$ cat config.mk
export PLATFORM = sky130hd
export DESIGN_NAME = bcr_config_regs
export DESIGN_NICKNAME = d
export VERILOG_FILES = /design/src/core/bcr_pkg.sv /design/src/core/bcr_pin_if.sv /design/src/core/bcr_pin_ctrl.sv /design/src/core/bcr_config_regs.sv
export SDC_FILE = /design/constraint.sdc
export NUM_CORES = 1
export LEC_CHECK = 0
export ABC_AREA = 1
export ABC_CLOCK_PERIOD_IN_PS = 16550
export BUFFER_PORTS_ARGS = -buffer_cell sky130_fd_sc_hd__buf_2
export CAP_MARGIN = 25
export CELL_PAD_IN_SITES_DETAIL_PLACEMENT = 1
export CELL_PAD_IN_SITES_GLOBAL_PLACEMENT = 2
export CORE_MARGIN = 4
export CORE_UTILIZATION = 41
export CTS_BUF_LIST = sky130_fd_sc_hd__clkbuf_4 sky130_fd_sc_hd__clkbuf_8
export CTS_CLUSTER_DIAMETER = 120
export DETAILED_ROUTE_END_ITERATION = 10
export GPL_ROUTABILITY_DRIVEN = 1
export GPL_TIMING_DRIVEN = 0
export PLACE_DENSITY_LB_ADDON = 0.25
export SKIP_CTS_REPAIR_TIMING = 1
export SYNTH_ARGS = -nofsm -noshare
export SYNTH_HDL_FRONTEND = slang
export SYNTH_SLANG_ARGS = --single-unit
export TNS_END_PERCENT = 50
$ cat constraint.sdc
create_clock -name mclk -period 16.55 [get_ports mclk]
set_input_delay 0.8275 -clock mclk [delete_from_list [all_inputs] [get_ports mclk]]
set_output_delay 0.8275 -clock mclk [all_outputs]
set_load 0.005 [all_outputs]
$ cat src/core/bcr_pkg.sv
// constants, types and helpers of the bridge configuration register bank
// ---------------------------------------------------------------
// Operation
// - uart bit rate is 7.3728 MHz divided by 16 plus the baud divisor
// - host writes low then high byte; divisor applies on the high byte
// - two mode bits per pin; low mode register pins 3-0, high pins 7-4
// - mode upper 0 input-only, 10 push-pull, 11 open-drain
// - input-only pin never drives, its level is still filtered and read
// - push-pull pin drives its latch value continuously
// - open-drain pin pulls low on latch 0, released on latch 1, no pull-up
// - reading the pin level register returns all eight sampled pin levels
// - writing pin levels loads all latches; only output pins show them
// - own bus address, msb first after start; lsb unused and written 0
// - bus clock divisor is the high byte over the low byte
// - scl is 15 MHz over eight times the divisor; host keeps it 5 or more
// - with time-out enabled, scl held low too long resets the bus engine
// - stall counter reloads from the limit on each bus state transition
// - stall limit bit 0 enables the check, bits 7-1 hold the count
// - time-out is (divisor+1)/15 MHz times 512 times (count+1)
// - result reads F in upper nibble; 0 ok, 1 addr nack, 2 data nack, 8 time-out
// - register access happens as soon as the register address arrives
// ---------------------------------------------------------------
package bcr_pkg;
  // register offsets
  localparam logic [7:0] ADDR_BAUD_LOW   = 8'h00;
  localparam logic [7:0] ADDR_BAUD_HIGH  = 8'h01;
  localparam logic [7:0] ADDR_MODE_LOW   = 8'h02;
  localparam logic [7:0] ADDR_MODE_HIGH  = 8'h03;
  localparam logic [7:0] ADDR_PIN_LEVEL  = 8'h04;
  localparam logic [7:0] ADDR_OWN_ADDR   = 8'h06;
  localparam logic [7:0] ADDR_BUS_DIV_LO = 8'h07;
  localparam logic [7:0] ADDR_BUS_DIV_HI = 8'h08;
  localparam logic [7:0] ADDR_STALL      = 8'h09;
  localparam logic [7:0] ADDR_RESULT     = 8'h0A;
  // reset values
  localparam logic [7:0] RST_BAUD_LOW   = 8'hF0;
  localparam logic [7:0] RST_BAUD_HIGH  = 8'h02;
  localparam logic [7:0] RST_MODE       = 8'h55;
  localparam logic [7:0] RST_PIN_LATCH  = 8'hFF;
  localparam logic [7:0] RST_OWN_ADDR   = 8'h26;
  localparam logic [7:0] RST_BUS_DIV_LO = 8'h13;
  localparam logic [7:0] RST_BUS_DIV_HI = 8'h00;
  localparam logic [7:0] RST_STALL      = 8'h66;
  // field positions and result codes
  localparam int         STALL_EN_BIT  = 0;
  localparam int         STALL_SHIFT   = 9;
  localparam logic [3:0] RESULT_FIXED  = 4'hF;
  localparam logic [3:0] RES_OK        = 4'h0;
  localparam logic [3:0] RES_ADDR_NACK = 4'h1;
  localparam logic [3:0] RES_DATA_NACK = 4'h2;
  localparam logic [3:0] RES_TIMEOUT   = 4'h8;
  localparam logic [1:0] MODE_PUSH     = 2'h2;
  localparam logic [1:0] MODE_DRAIN    = 2'h3;
  // timing
  localparam int unsigned MCLK_PERIOD_NS = 5;
  localparam int unsigned MCLK_HZ        = 1000000000 / MCLK_PERIOD_NS;
  localparam int unsigned REF_HZ         = 7372800;
  localparam int unsigned BUS_REF_HZ     = 15000000;
  localparam logic [27:0] ACC_MOD        = 28'(MCLK_HZ);
  localparam logic [27:0] REF_INC        = 28'(REF_HZ);
  localparam logic [27:0] BUS_INC        = 28'(BUS_REF_HZ);
  localparam logic [16:0] BAUD_BASE      = 17'h00010;

  typedef enum logic [1:0] {
    FRAME_OK,
    FRAME_ADDR_NACK,
    FRAME_DATA_NACK
  } bcr_frame_t;

  // {output enable, output level} for one pin
  function automatic logic [1:0] pinDrive(input logic [1:0] mode, input logic latch);
    case (mode)
      MODE_PUSH:  pinDrive = {1'b1, latch};
      MODE_DRAIN: pinDrive = {~latch, 1'b0};
      default:    pinDrive = 2'h0;
    endcase
  endfunction

  // stall units: 512 per step of the seven-bit count plus one
  function automatic logic [16:0] stallLoad(input logic [7:0] limit);
    stallLoad = 17'({10'h000, limit[7:1]} + 17'h00001) << STALL_SHIFT;
  endfunction
endpackage

$ cat src/core/bcr_pin_if.sv
// signals between the register bank and the pin controller
`timescale 1ns/1ps
interface bcr_pin_if;
  logic [15:0] pinMode;
  logic [7:0]  pinLatch;
  logic [7:0]  pinLevel;
  logic [7:0]  padIn;
  logic [7:0]  padOut;
  logic [7:0]  padOe;
  modport regs (output pinMode, pinLatch, padIn, input pinLevel, padOut, padOe);
  modport pins (input pinMode, pinLatch, padIn, output pinLevel, padOut, padOe);
endinterface

$ cat src/core/bcr_pin_ctrl.sv
// pin drivers and filtered pin input sampling
`timescale 1ns/1ps
module bcr_pin_ctrl import bcr_pkg::*; (
  // clock and reset
  input wire logic mclk,
  input wire logic rst,
  // register side
  bcr_pin_if.pins  pins
);
  typedef struct packed {
    logic [7:0] sync0;
    logic [7:0] sync1;
    logic [7:0] hist;
    logic [7:0] level;
    logic [7:0] out;
    logic [7:0] oe;
  } bcr_pin_t;

  bcr_pin_t pin_ff;
  bcr_pin_t nxt_pin;
  logic [1:0] drv;

  always_comb begin
    nxt_pin = pin_ff;
    drv = 2'h0;
    nxt_pin.sync0 = pins.padIn;
    nxt_pin.sync1 = pin_ff.sync0;
    nxt_pin.hist = pin_ff.sync1;
    for (int i = 0; i < 8; i++) begin
      // glitch filter: level follows only two equal samples
      if (pin_ff.sync1[i] == pin_ff.hist[i]) begin
        nxt_pin.level[i] = pin_ff.sync1[i];
      end
      drv = pinDrive(pins.pinMode[2*i +: 2], pins.pinLatch[i]);
      nxt_pin.oe[i] = drv[1];
      nxt_pin.out[i] = drv[0];
    end
  end

  always_ff @(posedge mclk or posedge rst) begin
    if (rst) begin
      pin_ff <= '0;
    end else begin
      pin_ff <= nxt_pin;
    end
  end

  assign pins.pinLevel = pin_ff.level;
  assign pins.padOut = pin_ff.out;
  assign pins.padOe = pin_ff.oe;

  // ---------------------------------------------------------------
  // checks
  // ---------------------------------------------------------------
  logic [7:0] upperBits;
  logic [7:0] pushMask;
  logic [7:0] drainMask;
  always_comb begin
    for (int i = 0; i < 8; i++) begin
      upperBits[i] = pins.pinMode[2*i+1];
      pushMask[i] = pins.pinMode[2*i +: 2] == MODE_PUSH;
      drainMask[i] = pins.pinMode[2*i +: 2] == MODE_DRAIN;
    end
  end
endmodule

$ cat src/core/bcr_config_regs.sv
// configuration and status register bank of the uart to two-wire bridge
`timescale 1ns/1ps
module bcr_config_regs import bcr_pkg::*; (
  // clock and reset
  input  wire logic        mclk,
  input  wire logic        rst,
  // register command port
  input  wire logic        regWrEn,
  input  wire logic        regRdEn,
  input  wire logic [7:0]  regAddr,
  input  wire logic [7:0]  regWrData,
  output logic      [7:0]  regRdData,
  output logic             regRdValid,
  // uart rate
  output logic      [15:0] baudDivisor,
  output logic             baudTick,
  // bus engine
  output logic      [15:0] busClockDivisor,
  output logic             busPhaseTick,
  output logic      [6:0]  ownBusAddress,
  input  wire logic        busActive,
  input  wire logic        busStateStep,
  input  wire logic        frameDone,
  input  wire bcr_frame_t  frameCode,
  input  wire logic        sclIn,
  output logic             busStallReset,
  // pins
  input  wire logic [7:0]  pinIn,
  output logic      [7:0]  pinOut,
  output logic      [7:0]  pinOe
);
  typedef struct packed {
    logic [7:0]  baudLow;
    logic [7:0]  baudHigh;
    logic [15:0] baudActive;
    logic [7:0]  modeLow;
    logic [7:0]  modeHigh;
    logic [7:0]  latch;
    logic [7:0]  ownAddr;
    logic [7:0]  busDivLow;
    logic [7:0]  busDivHigh;
    logic [7:0]  stallLimit;
    logic [3:0]  result;
    logic [7:0]  rdData;
    logic        rdValid;
    logic [1:0]  sclSync;
    logic [27:0] refAcc;
    logic [27:0] busAcc;
    logic [16:0] baudCnt;
    logic        baudTick;
    logic [15:0] phaseCnt;
    logic        phaseTick;
    logic [15:0] unitCnt;
    logic [16:0] stallCnt;
    logic        stallReset;
  } bcr_regs_t;

  localparam bcr_regs_t RST_ST = '{
    baudLow:    RST_BAUD_LOW,
    baudHigh:   RST_BAUD_HIGH,
    baudActive: {RST_BAUD_HIGH, RST_BAUD_LOW},
    modeLow:    RST_MODE,
    modeHigh:   RST_MODE,
    latch:      RST_PIN_LATCH,
    ownAddr:    RST_OWN_ADDR,
    busDivLow:  RST_BUS_DIV_LO,
    busDivHigh: RST_BUS_DIV_HI,
    stallLimit: RST_STALL,
    result:     RES_OK,
    // scl idles high; a low reset value would look like a held-low line
    sclSync:    2'h3,
    stallCnt:   stallLoad(RST_STALL),
    default:    '0
  };

  bcr_regs_t  st_ff;
  bcr_regs_t  nxt_st;
  logic       refTick;
  logic       busTick;
  logic       stallRun;
  logic [15:0] busDiv;
  logic [16:0] baudLast;
  bcr_pin_if  pinIf ();

  // fractional rate: one tick per mclk-rate wrap of the accumulator
  function automatic logic [28:0] accStep(input logic [27:0] acc, input logic [27:0] inc);
    logic [28:0] sum;
    sum = {1'b0, acc} + {1'b0, inc};
    if (sum >= {1'b0, ACC_MOD}) begin
      accStep = {1'b1, 28'(sum - {1'b0, ACC_MOD})};
    end else begin
      accStep = {1'b0, sum[27:0]};
    end
  endfunction

  // ---------------------------------------------------------------
  // next state
  // ---------------------------------------------------------------
  always_comb begin
    nxt_st = st_ff;
    {refTick, nxt_st.refAcc} = accStep(st_ff.refAcc, REF_INC);
    {busTick, nxt_st.busAcc} = accStep(st_ff.busAcc, BUS_INC);
    busDiv = {st_ff.busDivHigh, st_ff.busDivLow};
    baudLast = 17'(BAUD_BASE + {1'b0, st_ff.baudActive} - 17'h00001);
    nxt_st.sclSync = {st_ff.sclSync[0], sclIn};

    // uart bit clock from the reference rate
    nxt_st.baudTick = 1'b0;
    if (refTick) begin
      if (st_ff.baudCnt >= baudLast) begin
        nxt_st.baudCnt = 17'h00000;
        nxt_st.baudTick = 1'b1;
      end else begin
        nxt_st.baudCnt = 17'(st_ff.baudCnt + 17'h00001);
      end
    end

    // eight phase ticks per scl period
    nxt_st.phaseTick = 1'b0;
    if (busTick) begin
      if (17'(st_ff.phaseCnt) + 17'h00001 >= {1'b0, busDiv}) begin
        nxt_st.phaseCnt = 16'h0000;
        nxt_st.phaseTick = 1'b1;
      end else begin
        nxt_st.phaseCnt = 16'(st_ff.phaseCnt + 16'h0001);
      end
    end

    // scl stall watchdog, counted in units of divisor+1 bus ticks
    nxt_st.stallReset = 1'b0;
    stallRun = busActive && st_ff.stallLimit[STALL_EN_BIT] && !st_ff.sclSync[1];
    if (!stallRun || busStateStep) begin
      nxt_st.unitCnt = 16'h0000;
      nxt_st.stallCnt = stallLoad(st_ff.stallLimit);
    end else if (busTick) begin
      if (st_ff.unitCnt >= busDiv) begin
        nxt_st.unitCnt = 16'h0000;
        if (st_ff.stallCnt <= 17'h00001) begin
          nxt_st.stallReset = 1'b1;
          nxt_st.stallCnt = stallLoad(st_ff.stallLimit);
        end else begin
          nxt_st.stallCnt = 17'(st_ff.stallCnt - 17'h00001);
        end
      end else begin
        nxt_st.unitCnt = 16'(st_ff.unitCnt + 16'h0001);
      end
    end

    // frame result; a time-out outranks a frame end in the same cycle
    if (frameDone) begin
      case (frameCode)
        FRAME_OK:        nxt_st.result = RES_OK;
        FRAME_ADDR_NACK: nxt_st.result = RES_ADDR_NACK;
        FRAME_DATA_NACK: nxt_st.result = RES_DATA_NACK;
        default:         nxt_st.result = RES_OK;
      endcase
    end
    if (nxt_st.stallReset) begin
      nxt_st.result = RES_TIMEOUT;
    end

    // register writes, taken in the cycle the address arrives
    if (regWrEn) begin
      case (regAddr)
        ADDR_BAUD_LOW: begin
          nxt_st.baudLow = regWrData;
        end
        ADDR_BAUD_HIGH: begin
          nxt_st.baudHigh = regWrData;
          nxt_st.baudActive = {regWrData, st_ff.baudLow};
        end
        ADDR_MODE_LOW:   nxt_st.modeLow = regWrData;
        ADDR_MODE_HIGH:  nxt_st.modeHigh = regWrData;
        ADDR_PIN_LEVEL:  nxt_st.latch = regWrData;
        ADDR_OWN_ADDR:   nxt_st.ownAddr = regWrData;
        ADDR_BUS_DIV_LO: nxt_st.busDivLow = regWrData;
        ADDR_BUS_DIV_HI: nxt_st.busDivHigh = regWrData;
        ADDR_STALL:      nxt_st.stallLimit = regWrData;
        default: begin
          // result and reserved offsets drop writes
        end
      endcase
    end

    // register reads, answered on the next edge
    nxt_st.rdValid = regRdEn;
    if (regRdEn) begin
      case (regAddr)
        ADDR_BAUD_LOW:   nxt_st.rdData = st_ff.baudLow;
        ADDR_BAUD_HIGH:  nxt_st.rdData = st_ff.baudHigh;
        ADDR_MODE_LOW:   nxt_st.rdData = st_ff.modeLow;
        ADDR_MODE_HIGH:  nxt_st.rdData = st_ff.modeHigh;
        ADDR_PIN_LEVEL:  nxt_st.rdData = pinIf.pinLevel;
        ADDR_OWN_ADDR:   nxt_st.rdData = st_ff.ownAddr;
        ADDR_BUS_DIV_LO: nxt_st.rdData = st_ff.busDivLow;
        ADDR_BUS_DIV_HI: nxt_st.rdData = st_ff.busDivHigh;
        ADDR_STALL:      nxt_st.rdData = st_ff.stallLimit;
        ADDR_RESULT:     nxt_st.rdData = {RESULT_FIXED, st_ff.result};
        default:         nxt_st.rdData = 8'h00;
      endcase
    end
  end

  always_ff @(posedge mclk or posedge rst) begin
    if (rst) begin
      st_ff <= RST_ST;
    end else begin
      st_ff <= nxt_st;
    end
  end

  // ---------------------------------------------------------------
  // pins
  // ---------------------------------------------------------------
  assign pinIf.pinMode = {st_ff.modeHigh, st_ff.modeLow};
  assign pinIf.pinLatch = st_ff.latch;
  assign pinIf.padIn = pinIn;

  bcr_pin_ctrl pinCtrl (
    .mclk (mclk),
    .rst  (rst),
    .pins (pinIf.pins)
  );

  // ---------------------------------------------------------------
  // outputs
  // ---------------------------------------------------------------
  assign regRdData = st_ff.rdData;
  assign regRdValid = st_ff.rdValid;
  assign baudDivisor = st_ff.baudActive;
  assign baudTick = st_ff.baudTick;
  assign busClockDivisor = {st_ff.busDivHigh, st_ff.busDivLow};
  assign busPhaseTick = st_ff.phaseTick;
  // lsb of the own address is not used on the bus
  assign ownBusAddress = st_ff.ownAddr[7:1];
  assign busStallReset = st_ff.stallReset;
  assign pinOut = pinIf.padOut;
  assign pinOe = pinIf.padOe;
endmodule

==> impl_metrics.json, run 1 <==
{
  "status": "complete, no violations",
  "synthTopCellsByArea": "dfrtp_1 36%, nand2_1 12%, dfstp_2 7.2%, ha_1 5.4%, xor2_1 5.1%",
  "leakage_uw": 0.008513,
  "drt-initial-drc-count": 444,
  "core_um2": 34880,
  "crit_top_cell": "nand2_1",
  "final_nets": 2097,
  "synth_common_cells": "479 x nand2_1, 212 x dfrtp_1, 196 x inv_1",
  "htreeDepth": 2,
  "routed_wl_um": 44090,
  "synth_cells": 1850,
  "final_max_slew_viol_count": 0,
  "period_share_pct": 24.79,
  "clkTransAtPathRegs_ps": 70,
  "via_count": 12810,
  "yosys.area.top_type": "dfrtp_1",
  "drc": 0,
  "die_area_um2": 38820,
  "ys.flop_type": "dfrtp_1",
  "yosysSeqAreaShare_pct": 43.38,
  "viasPerCell": 5.139,
  "r2r_end": "st_ff[38]",
  "netlist.area_leader.share_pct": 36.21,
  "hp-class": "in -> async",
  "cap_violations": 0,
  "die_w_um": 197.0,
  "grt-ovfl-total": 0,
  "final_util_pct": 48.29,
  "r2r_cells": 19,
  "p_per_area_nw_per_um2": 86.90,
  "grt_pass1_vias": 13770,
  "start_kind": "register",
  "ys_types": 52,
  "regToRegSetupSlack_ps": 12450,
  "drt-met1-wl_um": 20190,
  "grt_max_degree": 116,
  "root_buffer": "clkbuf_8",
  "critical_path.max_stage_delay_ps": 430,
  "cts_tree": "done",
  "cts_max_path_buffers": 3,
  "ant_nets": 0,
  "required_ps": 17000,
  "fmaxAchievable_mhz": 243.7,
  "synth_edf_count": 0,
  "cp.arrival_ps": 4550,
  "ys_warn_count": 0,
  "rsz0062_at_grt": "no",
  "first_pass_iters": 5,
  "path_class": "reg -> reg",
  "fin_setup_tns_ps": 0,
  "cts_inserted_buffers": 47,
  "period_minus_slack_ps": 4103,
  "place_congestion": 0.8816,
  "clock_skew_ps": 29.20,
  "crit_fanout": 10,
  "wl_per_cell_um": 17.69,
  "syn_area_per_cell_um2": 7.920,
  "n_antenna_cell": 0,
  "fp-row-count": 68,
  "hold_violations": 0,
  "io_pins": 101,
  "post-dp-hpwl_um": 33030,
  "antenna_found_initial": 1,
  "r2r_start": "st_ff[35]",
  "max_slew_margin_pct": 33.94,
  "fin_total_pwr_uw": 1464,
  "async_flop_share_pct": 100.0,
  "syn_nets": 1947,
  "setup_violations": 0,
  "worstSetupEndpointType": "register",
  "path_cells": "ha_1, nand2_1, nor2_1, nand4_1, nor2_1, inv_1, nor3_1, xor2_1, inv_1, ha_1, nand2_1, nor3_1, nand4_1, o311ai_0, clkinv_1, nand2_1, nor2_1, nand2_1, o21ai_1",
  "io_buffer_count": 99,
  "met2_length_um": 21340,
  "cts.sinks": 252,
  "routed.top_layer": "met5",
  "critPathSlowestCell": "dfrtp_1",
  "start_util_pct": 42.00,
  "drive_above_1_share_pct": 17.37,
  "whs_ps": 250.7,
  "worstSkewPairLatency_ps": 590,
  "setup_ws_ps": 12450,
  "wl_met3_um": 1237,
  "ys_ff_latch": 252,
  "dp_worst_setup_slack_ps": 12430,
  "area_growth_pct": 14.98,
  "die_h_um": 197.0,
  "grt_usage_pct": 22.85,
  "grt_pass1_wl_um": 72420,
  "yosysMostFrequentCell": "nand2_1",
  "ir_drop_mv": 0.07871,
  "tightestPinTransition_ps": 990.9,
  "synthesis.area_um2": 14650
}
layout make-up:
class / instances / area (um^2)
fill: 4352 / 18040
sequential: 252 / 6356
clock buffer: 74 / 937.1
inverter: 214 / 810.8
multi-input combinational: 1286 / 6848
clock inverter: 13 / 130.1
tap: 455 / 569.3
timing repair buffer: 101 / 550.5
buffer: 98 / 644.4
power by group:
part	total (uW)	internal (uW)	switching, uW
combinational	128	44.9	83.0
sequential	659	640	19.6
clock	677	394	283
worst max-delay path by stage:
| stage | from | endpoint | slack (ps) | cells past startpoint |
|---|---|---|---|---|
| 6_report | st_ff[35] | st_ff[38] | 12450 | 19 |
| 5_1_grt | st_ff[35] | st_ff[38] | 11910 | 19 |
| 4_1_cts | st_ff[35] | st_ff[38] | 12400 | 19 |
| 3_5_place_dp | st_ff[35] | st_ff[38] | 12430 | 19 |
| 3_3_place_gp | rst | st_ff[94] | 5790 | 2 |
| 2_1_floorplan | rst | baudDivisor[0] | 8860 | 1 |
routing by layer:
layer	vias to the layer above	track usage, %
met3	87	3.138
met5	-	0
li1	6271	-
met1	6261	30.24
met2	190	39.05
met4	2	7.165
stage by stage:
step,std cells,area (um^2)
after detailed placement,2406,15780
after global routing,2493,16850
after global placement,2404,15720
after floorplan,1850,14650
final,2493,16850
after CTS,2493,16850
cell families (layout without fill, tap and decap cells):
group	count (synthesis)	in the layout	share of synthesized area, %
multiplexers	3	3	0.2306
buffers and inverters	312	500	9.880
XOR/XNOR	102	102	6.149
flip-flops	252	252	43.38
adder cells (fa/ha/maj)	71	71	5.927
AND/OR/NAND/NOR	853	853	24.80
AO/OA/AOI/OAI	257	257	9.633
state kept, by name, indices dropped and copies added, names as in the netlist:
signal and count:
busClockDivisor 16, ownBusAddress 7, regRdData 8, pinCtrl.pins.padOut 8, regRdValid 1, pinCtrl.nxt_pin 16, busStallReset 1, st_ff 136
pinCtrl.pin_ff 8, nxt_st 1, pinIf.pinMode 16, pinIf.pinLatch 8, baudDivisor 8, busPhaseTick 1, pinCtrl.pins.pinLevel 8, pinCtrl.pins.padOe 8
baudTick 1
worst max-delay path: cells and delay by family (launching register included):
kind                       cells  cell delay, ps
adders and majority gates      2             520
and+or+nand+nor               11            1900
xor gates and xnor gates       1             250
DFF                            1             430
AOI/OAI and AO/OA              2             380
buffers and inverters          3             500
cell usage in the layout (no fill, tap or decap), drive strengths merged, types with 2 or more instances in the layout:
cell type  count
xor2          87
a21oi         60
o211ai         2
or2            4
nor2         159
dfstp         40
a21boi         5
inv          213
and3           2
o22ai          8
nor3b          3
mux2           3
a22o           2
dfrtp        212
a31oi          2
nand3        103
xnor2         15
nor3          28
clkbuf        90
clkinv        11
nand4         47
o2111ai        2
maj3           8
ha            63
nor4          11
bufinv         2
nand3b         7
a221oi        14
o31ai          3
o21ai        154
nand2        489
buf          183
Note: power is estimated with default switching activity, not from simulation.
==> run 2: changes to the inputs <==
--- a/config.mk
+++ b/config.mk
@@ -6,13 +6,13 @@
 export NUM_CORES = 1
 export LEC_CHECK = 0
 export ABC_AREA = 1
-export ABC_CLOCK_PERIOD_IN_PS = 16550
+export ABC_CLOCK_PERIOD_IN_PS = 3590
 export BUFFER_PORTS_ARGS = -buffer_cell sky130_fd_sc_hd__buf_2
 export CAP_MARGIN = 25
 export CELL_PAD_IN_SITES_DETAIL_PLACEMENT = 1
 export CELL_PAD_IN_SITES_GLOBAL_PLACEMENT = 2
 export CORE_MARGIN = 4
-export CORE_UTILIZATION = 41
+export CORE_UTILIZATION = 34
 export CTS_BUF_LIST = sky130_fd_sc_hd__clkbuf_4 sky130_fd_sc_hd__clkbuf_8
 export CTS_CLUSTER_DIAMETER = 120
 export DETAILED_ROUTE_END_ITERATION = 10
==> constraint.sdc (replaced) <==
create_clock -name mclk -period 3.59 [get_ports mclk]
set_input_delay 0.1795 -clock mclk [delete_from_list [all_inputs] [get_ports mclk]]
set_output_delay 0.1795 -clock mclk [all_outputs]
set_load 0.005 [all_outputs]
==> run 2 against run 1 <==
Against the previous run:
- first-iteration DRC count is 34% higher
- combinational power rose to 5.6 times the previous value
- maximum frequency rose by 24%
- routed wire length rose by 2.0%
- critical path depth down 1
- final area rose by 3.0%
- hold slack got worse by 180 ps
- die area up 20%
- via count grew 0.48%
- register-to-register slack got worse by 12000 ps
- clock skew rose by 2.1 ps
- largest power group unchanged
==> impl_metrics.json, run 2 (synthesized netlist as in run 1, its figures left out) <==
{
  "hold_violations": 0,
  "n_antenna_cell": 0,
  "root_buffer": "clkbuf_8",
  "routed_wl_um": 44980,
  "fin_cells": 2603,
  "period_minus_slack_ps": 3313,
  "viasPerCell": 4.945,
  "clkTransAtPathRegs_ps": 60,
  "htreeDepth": 2,
  "leakage_uw": 0.008664,
  "io_buffer_count": 99,
  "grt-busiest-layer": "met2",
  "worstSkewPairLatency_ps": 640,
  "place_congestion": 0.8874,
  "layout_commonest_cell": "nand2_1",
  "ant_nets": 0,
  "rsz0062_at_grt": "no",
  "area_growth_pct": 18.42,
  "dp_worst_setup_slack_ps": -550.6,
  "largest_register": "st_ff",
  "drc": 0,
  "cts_max_path_buffers": 3,
  "p_per_area_nw_per_um2": 400.4,
  "max_slew_margin_pct": 33.95,
  "die_w_um": 215.6,
  "cts_tree": "done",
  "final_cell_mix": "477 x nand2_1, 211 x dfrtp_1, 195 x inv_1, 151 x nor2_1, 121 x o21ai_0",
  "cts.sinks": 252,
  "fin_setup_tns_ps": 0,
  "period_share_pct": 92.28,
  "worstSetupEndpointType": "register",
  "setup_violations": 0,
  "ir_drop_mv": 0.3403,
  "met1_usage_pct": 26.00,
  "core_um2": 42230,
  "final_nets": 2123,
  "path_cells": "ha_1, nand2_1, nor2_2, nand4_1, nor2_2, inv_1, nor3_2, xor2_1, inv_1, ha_1, nand2_1, nor3_2, nand4_1, o311ai_1, inv_2, buf_4, nand3_1, o21ai_1",
  "fp-row-count": 75,
  "critical_path.max_stage_delay_ps": 420,
  "antenna_found_initial": 1,
  "post-dp-hpwl_um": 34130,
  "crit_family": "simple AND/OR/NAND/NOR gates",
  "grt_use_met3_pct": 2.799,
  "drt-initial-drc-count": 595,
  "grt_usage_pct": 19.41,
  "start_util_pct": 34.70,
  "hp-class": "in -> reg",
  "tightestPinTransition_ps": 983.1,
  "clock_skew_ps": 31.30,
  "fmaxAchievable_mhz": 301.9,
  "first_pass_iters": 5,
  "io_pins": 101,
  "setup_ws_ps": 277.1,
  "whs_ps": 68.12,
  "crit_fanout": 5,
  "required_ps": 4110,
  "grt_max_degree": 41,
  "final_util_pct": 41.09,
  "final_max_slew_viol_count": 0,
  "grt-ovfl-total": 0,
  "cap_violations": 0,
  "place_inst": 2494,
  "cts_inserted_buffers": 47,
  "grt_pass1_vias": 13560,
  "cp.arrival_ps": 3830,
  "critPathSlowestCell": "dfrtp_2",
  "use_met2_pct": 32.53,
  "start_kind": "register",
  "die_area_um2": 46480,
  "wl_per_cell_um": 17.28,
  "largest_reg_flops": 136,
  "status": "complete, no violations",
  "drive_above_1_share_pct": 18.60,
  "die_h_um": 215.6,
  "critPathBufInv": 4,
  "path_class": "reg -> reg",
  "grt_pass1_wl_um": 73500,
  "via_count": 12870
}
run 2: cell count changes in the layout (fill, tap and decap cells not counted), sizes merged:
cell	delta
clkinv	-2
buf	+11
dlygate4sd3	+15
inv	-1
clkbuf	+3
run 2: routing by layer:
layer / vias up / wire length, um
li1: 6327 / -
met1: 6283 / 20840
met2: 183 / 21420
met3: 77 / 1462
met4: 2 / 1247
met5: - / 11
run 2: per-stage QoR:
| stage | cell area [um^2] | total power [uW] |
|---|---|---|
| 2_1_floorplan | 14660 | 3443 |
| 3_3_place_gp | 15830 | 3672 |
| 3_5_place_dp | 15950 | 3706 |
| 4_1_cts | 17030 | 6958 |
| 5_1_grt | 17350 | 7298 |
| 6_report | 17350 | 6947 |
run 2: final timing paths:
| check | startpoint | to | slack, ps | cells after the start |
|---|---|---|---|---|
| max in group asynchronous | rst | st_ff[126] | 1990 | 6 |
| min reg2reg | pinCtrl.nxt_pin[39] | pinCtrl.nxt_pin[31] | 350 | 0 |
| min in group asynchronous | rst | pinCtrl.pin_ff[28] | 290 | 3 |
| min | regWrData[5] | st_ff[217] | 70 | 3 |
| max reg2reg | st_ff[35] | st_ff[49] | 280 | 18 |
| max | st_ff[35] | st_ff[49] | 280 | 18 |
run 2: area by class of cell:
cell class / instances / area (um^2)
Buffer: 97 / 640.6
Clock buffer: 77 / 959.7
Clock inverter: 10 / 128.9
Fill cell: 5184 / 24880
Inverter: 214 / 807.0
Multi-Input combinational cell: 1286 / 6944
Sequential cell: 252 / 6357
Tap cell: 539 / 674.4
Timing Repair Buffer: 128 / 838.3
run 2: power breakdown:
group	total (uW)	internal, uW	leakage (uW)	switching, uW
clock	3190	1850	0.000580	1340
sequential	3040	2950	0.00314	92.1
combinational	719	293	0.00494	426
run 2: worst min-delay path: stages:
cell and delay [ps]:
buf_2 80, inv_1 190, o21ai_0 210
==> run 3: changes to the inputs <==
--- a/config.mk
+++ b/config.mk
@@ -12,8 +12,7 @@
 export CELL_PAD_IN_SITES_DETAIL_PLACEMENT = 1
 export CELL_PAD_IN_SITES_GLOBAL_PLACEMENT = 2
 export CORE_MARGIN = 4
-export CORE_UTILIZATION = 34
-export CTS_BUF_LIST = sky130_fd_sc_hd__clkbuf_4 sky130_fd_sc_hd__clkbuf_8
+export CORE_UTILIZATION = 33
 export CTS_CLUSTER_DIAMETER = 120
 export DETAILED_ROUTE_END_ITERATION = 10
 export GPL_ROUTABILITY_DRIVEN = 1
==> run 3 against run 2 <==
Against the previous run:
- the flow now finishes with violations (negative hold slack)
- critical path type unchanged
- clock skew is 13 ps lower
- global-route usage decreased by 0.30 points
- hold slack worse by 70 ps
- utilization fell by 1.1 points
- power rose by 0.95%
- clock power rose by 3%
- largest cell class unchanged
- non-clock buffer count decreased by 2
- critical endpoint is now st_ff[60]
- worst setup slack got worse by 74 ps
==> impl_metrics.json, run 3 (synthesized netlist as in run 1, its figures left out) <==
{
  "ir_drop_mv": 0.4127,
  "setup_violations": 0,
  "design_area_um2": 17400,
  "htreeDepth": 1,
  "place_congestion": 0.8719,
  "violations": "negative hold slack",
  "fp-row-count": 76,
  "worstSetupEndpointType": "register",
  "ant_nets": 0,
  "clock_skew_ps": 18.34,
  "leakage_uw": 0.008609,
  "grt-ovfl-total": 0,
  "final_nets": 2105,
  "antenna_found_initial": 1,
  "period_minus_slack_ps": 3387,
  "final_cell_mix": "477 x nand2_1, 211 x dfrtp_1, 195 x inv_1, 151 x nor2_1, 122 x o21ai_0",
  "final_max_slew_viol_count": 0,
  "drt-initial-drc-count": 502,
  "grt_pass1_wl_um": 73440,
  "die_h_um": 218.7,
  "crit_fanout": 9,
  "cap_violations": 0,
  "placed_area_um2": 16000,
  "hp-class": "in -> reg",
  "area_growth_pct": 18.74,
  "cts_tree": "done",
  "whs_ps": -1.614,
  "grt_max_degree": 40,
  "fmaxAchievable_mhz": 295.3,
  "largest_register": "st_ff",
  "post-dp-hpwl_um": 34440,
  "cts.sinks": 252,
  "viasPerCell": 4.840,
  "grt_usage_pct": 19.11,
  "worstSkewPairLatency_ps": 580,
  "wl_per_cell_um": 17.38,
  "p_per_area_nw_per_um2": 403.1,
  "required_ps": 4050,
  "first_pass_iters": 5,
  "cts_inserted_buffers": 31,
  "start_kind": "register",
  "path_class": "reg -> reg",
  "fillerInstances": 5349,
  "layout_commonest_cell": "nand2_1",
  "cts_max_path_buffers": 3,
  "cp.arrival_ps": 3850,
  "via_count": 12680,
  "routed_wl_um": 45520,
  "tightestPinTransition_ps": 930.0,
  "status": "complete, but fails checks",
  "start_util_pct": 33.72,
  "max_slew_margin_pct": 37.52,
  "die_w_um": 218.7,
  "largest_reg_flops": 136,
  "root_buffer": "clkbuf_16",
  "io_buffer_count": 99,
  "core_um2": 43460,
  "drc": 0,
  "io_pins": 101,
  "clkTransAtPathRegs_ps": 60,
  "die_area_um2": 47830,
  "grt_pass1_vias": 13440,
  "drive_above_1_share_pct": 17.12,
  "final_util_pct": 40.04,
  "hold_violations": 1,
  "period_share_pct": 94.34
}
-- run 3: cell type report --
class	count	area [um^2]	share of cell area, %
Antenna cell	1	2.502	0.01438
Buffer	97	640.6	3.682
Clock buffer	45	908.4	5.221
Clock inverter	13	171.4	0.9853
Inverter	214	807.0	4.639
Multi-Input combinational cell	1286	6958	39.99
Sequential cell	252	6357	36.54
Tap cell	585	732.0	4.207
Timing Repair Buffer	126	820.8	4.718
-- run 3: worst paths after layout --
path                                      from  depth (start not counted)                        to  slack [ps]
min                               frameCode[0]                          5                st_ff[136]          -2
min in group asynchronous                  rst                          3  pinCtrl.pins.pinLevel[1]         330
min reg2reg                pinCtrl.nxt_pin[35]                          0       pinCtrl.nxt_pin[27]         350
max                             baudDivisor[0]                         18                 st_ff[60]         200
max in group asynchronous                  rst                          5               nxt_st[126]        2220
max reg2reg                     baudDivisor[0]                         18                 st_ff[60]         200
-- run 3: power breakdown --
| part | switching, uW | internal (uW) | leakage (uW) |
|---|---|---|---|
| clock | 1300 | 1980 | 0.000528 |
| combinational | 427 | 266 | 0.00494 |
| sequential | 89.7 | 2950 | 0.00314 |
-- run 3: per-stage QoR --
step | cells | power, uW | setup slack, ps | setup TNS, ps
after CTS | 2598 | 7046 | -546.1 | -11800
final | 2619 | 7013 | 203.0 | 0
after detailed placement | 2540 | 3704 | -523.9 | -10490
after global placement | 2534 | 3675 | -1678 | -371610
after global routing | 2619 | 7347 | -54.10 | -251.3
after floorplan | 1850 | 3443 | 127.5 | 0
-- run 3: routing by layer --
| layer | track usage, % | part of all wire, % | vias up |
|---|---|---|---|
| met1 | 25.83 | 47 | 6179 |
| li1 | - | - | 6272 |
| met4 | 4.319 | 2.1 | 0 |
| met5 | 0 | 0 | - |
| met2 | 33.07 | 48 | 170 |
| met3 | 2.113 | 2.9 | 54 |
-- run 3: worst max-delay path, cell delays in order, from the launching register on --
cell     delay, ps
dfrtp_1        360
inv_1          120
ha_2           230
a21oi_2        180
nand3_1        130
nor2_1         110
nand2_1        130
nor2_2         150
a21oi_1         80
or2_2          310
ha_1           330
nand2_1        120
nor4_4         310
nand4_1        170
nand3_2        160
a21o_4         170
nor2_1          60
nand2_1         60
o21ai_0         80
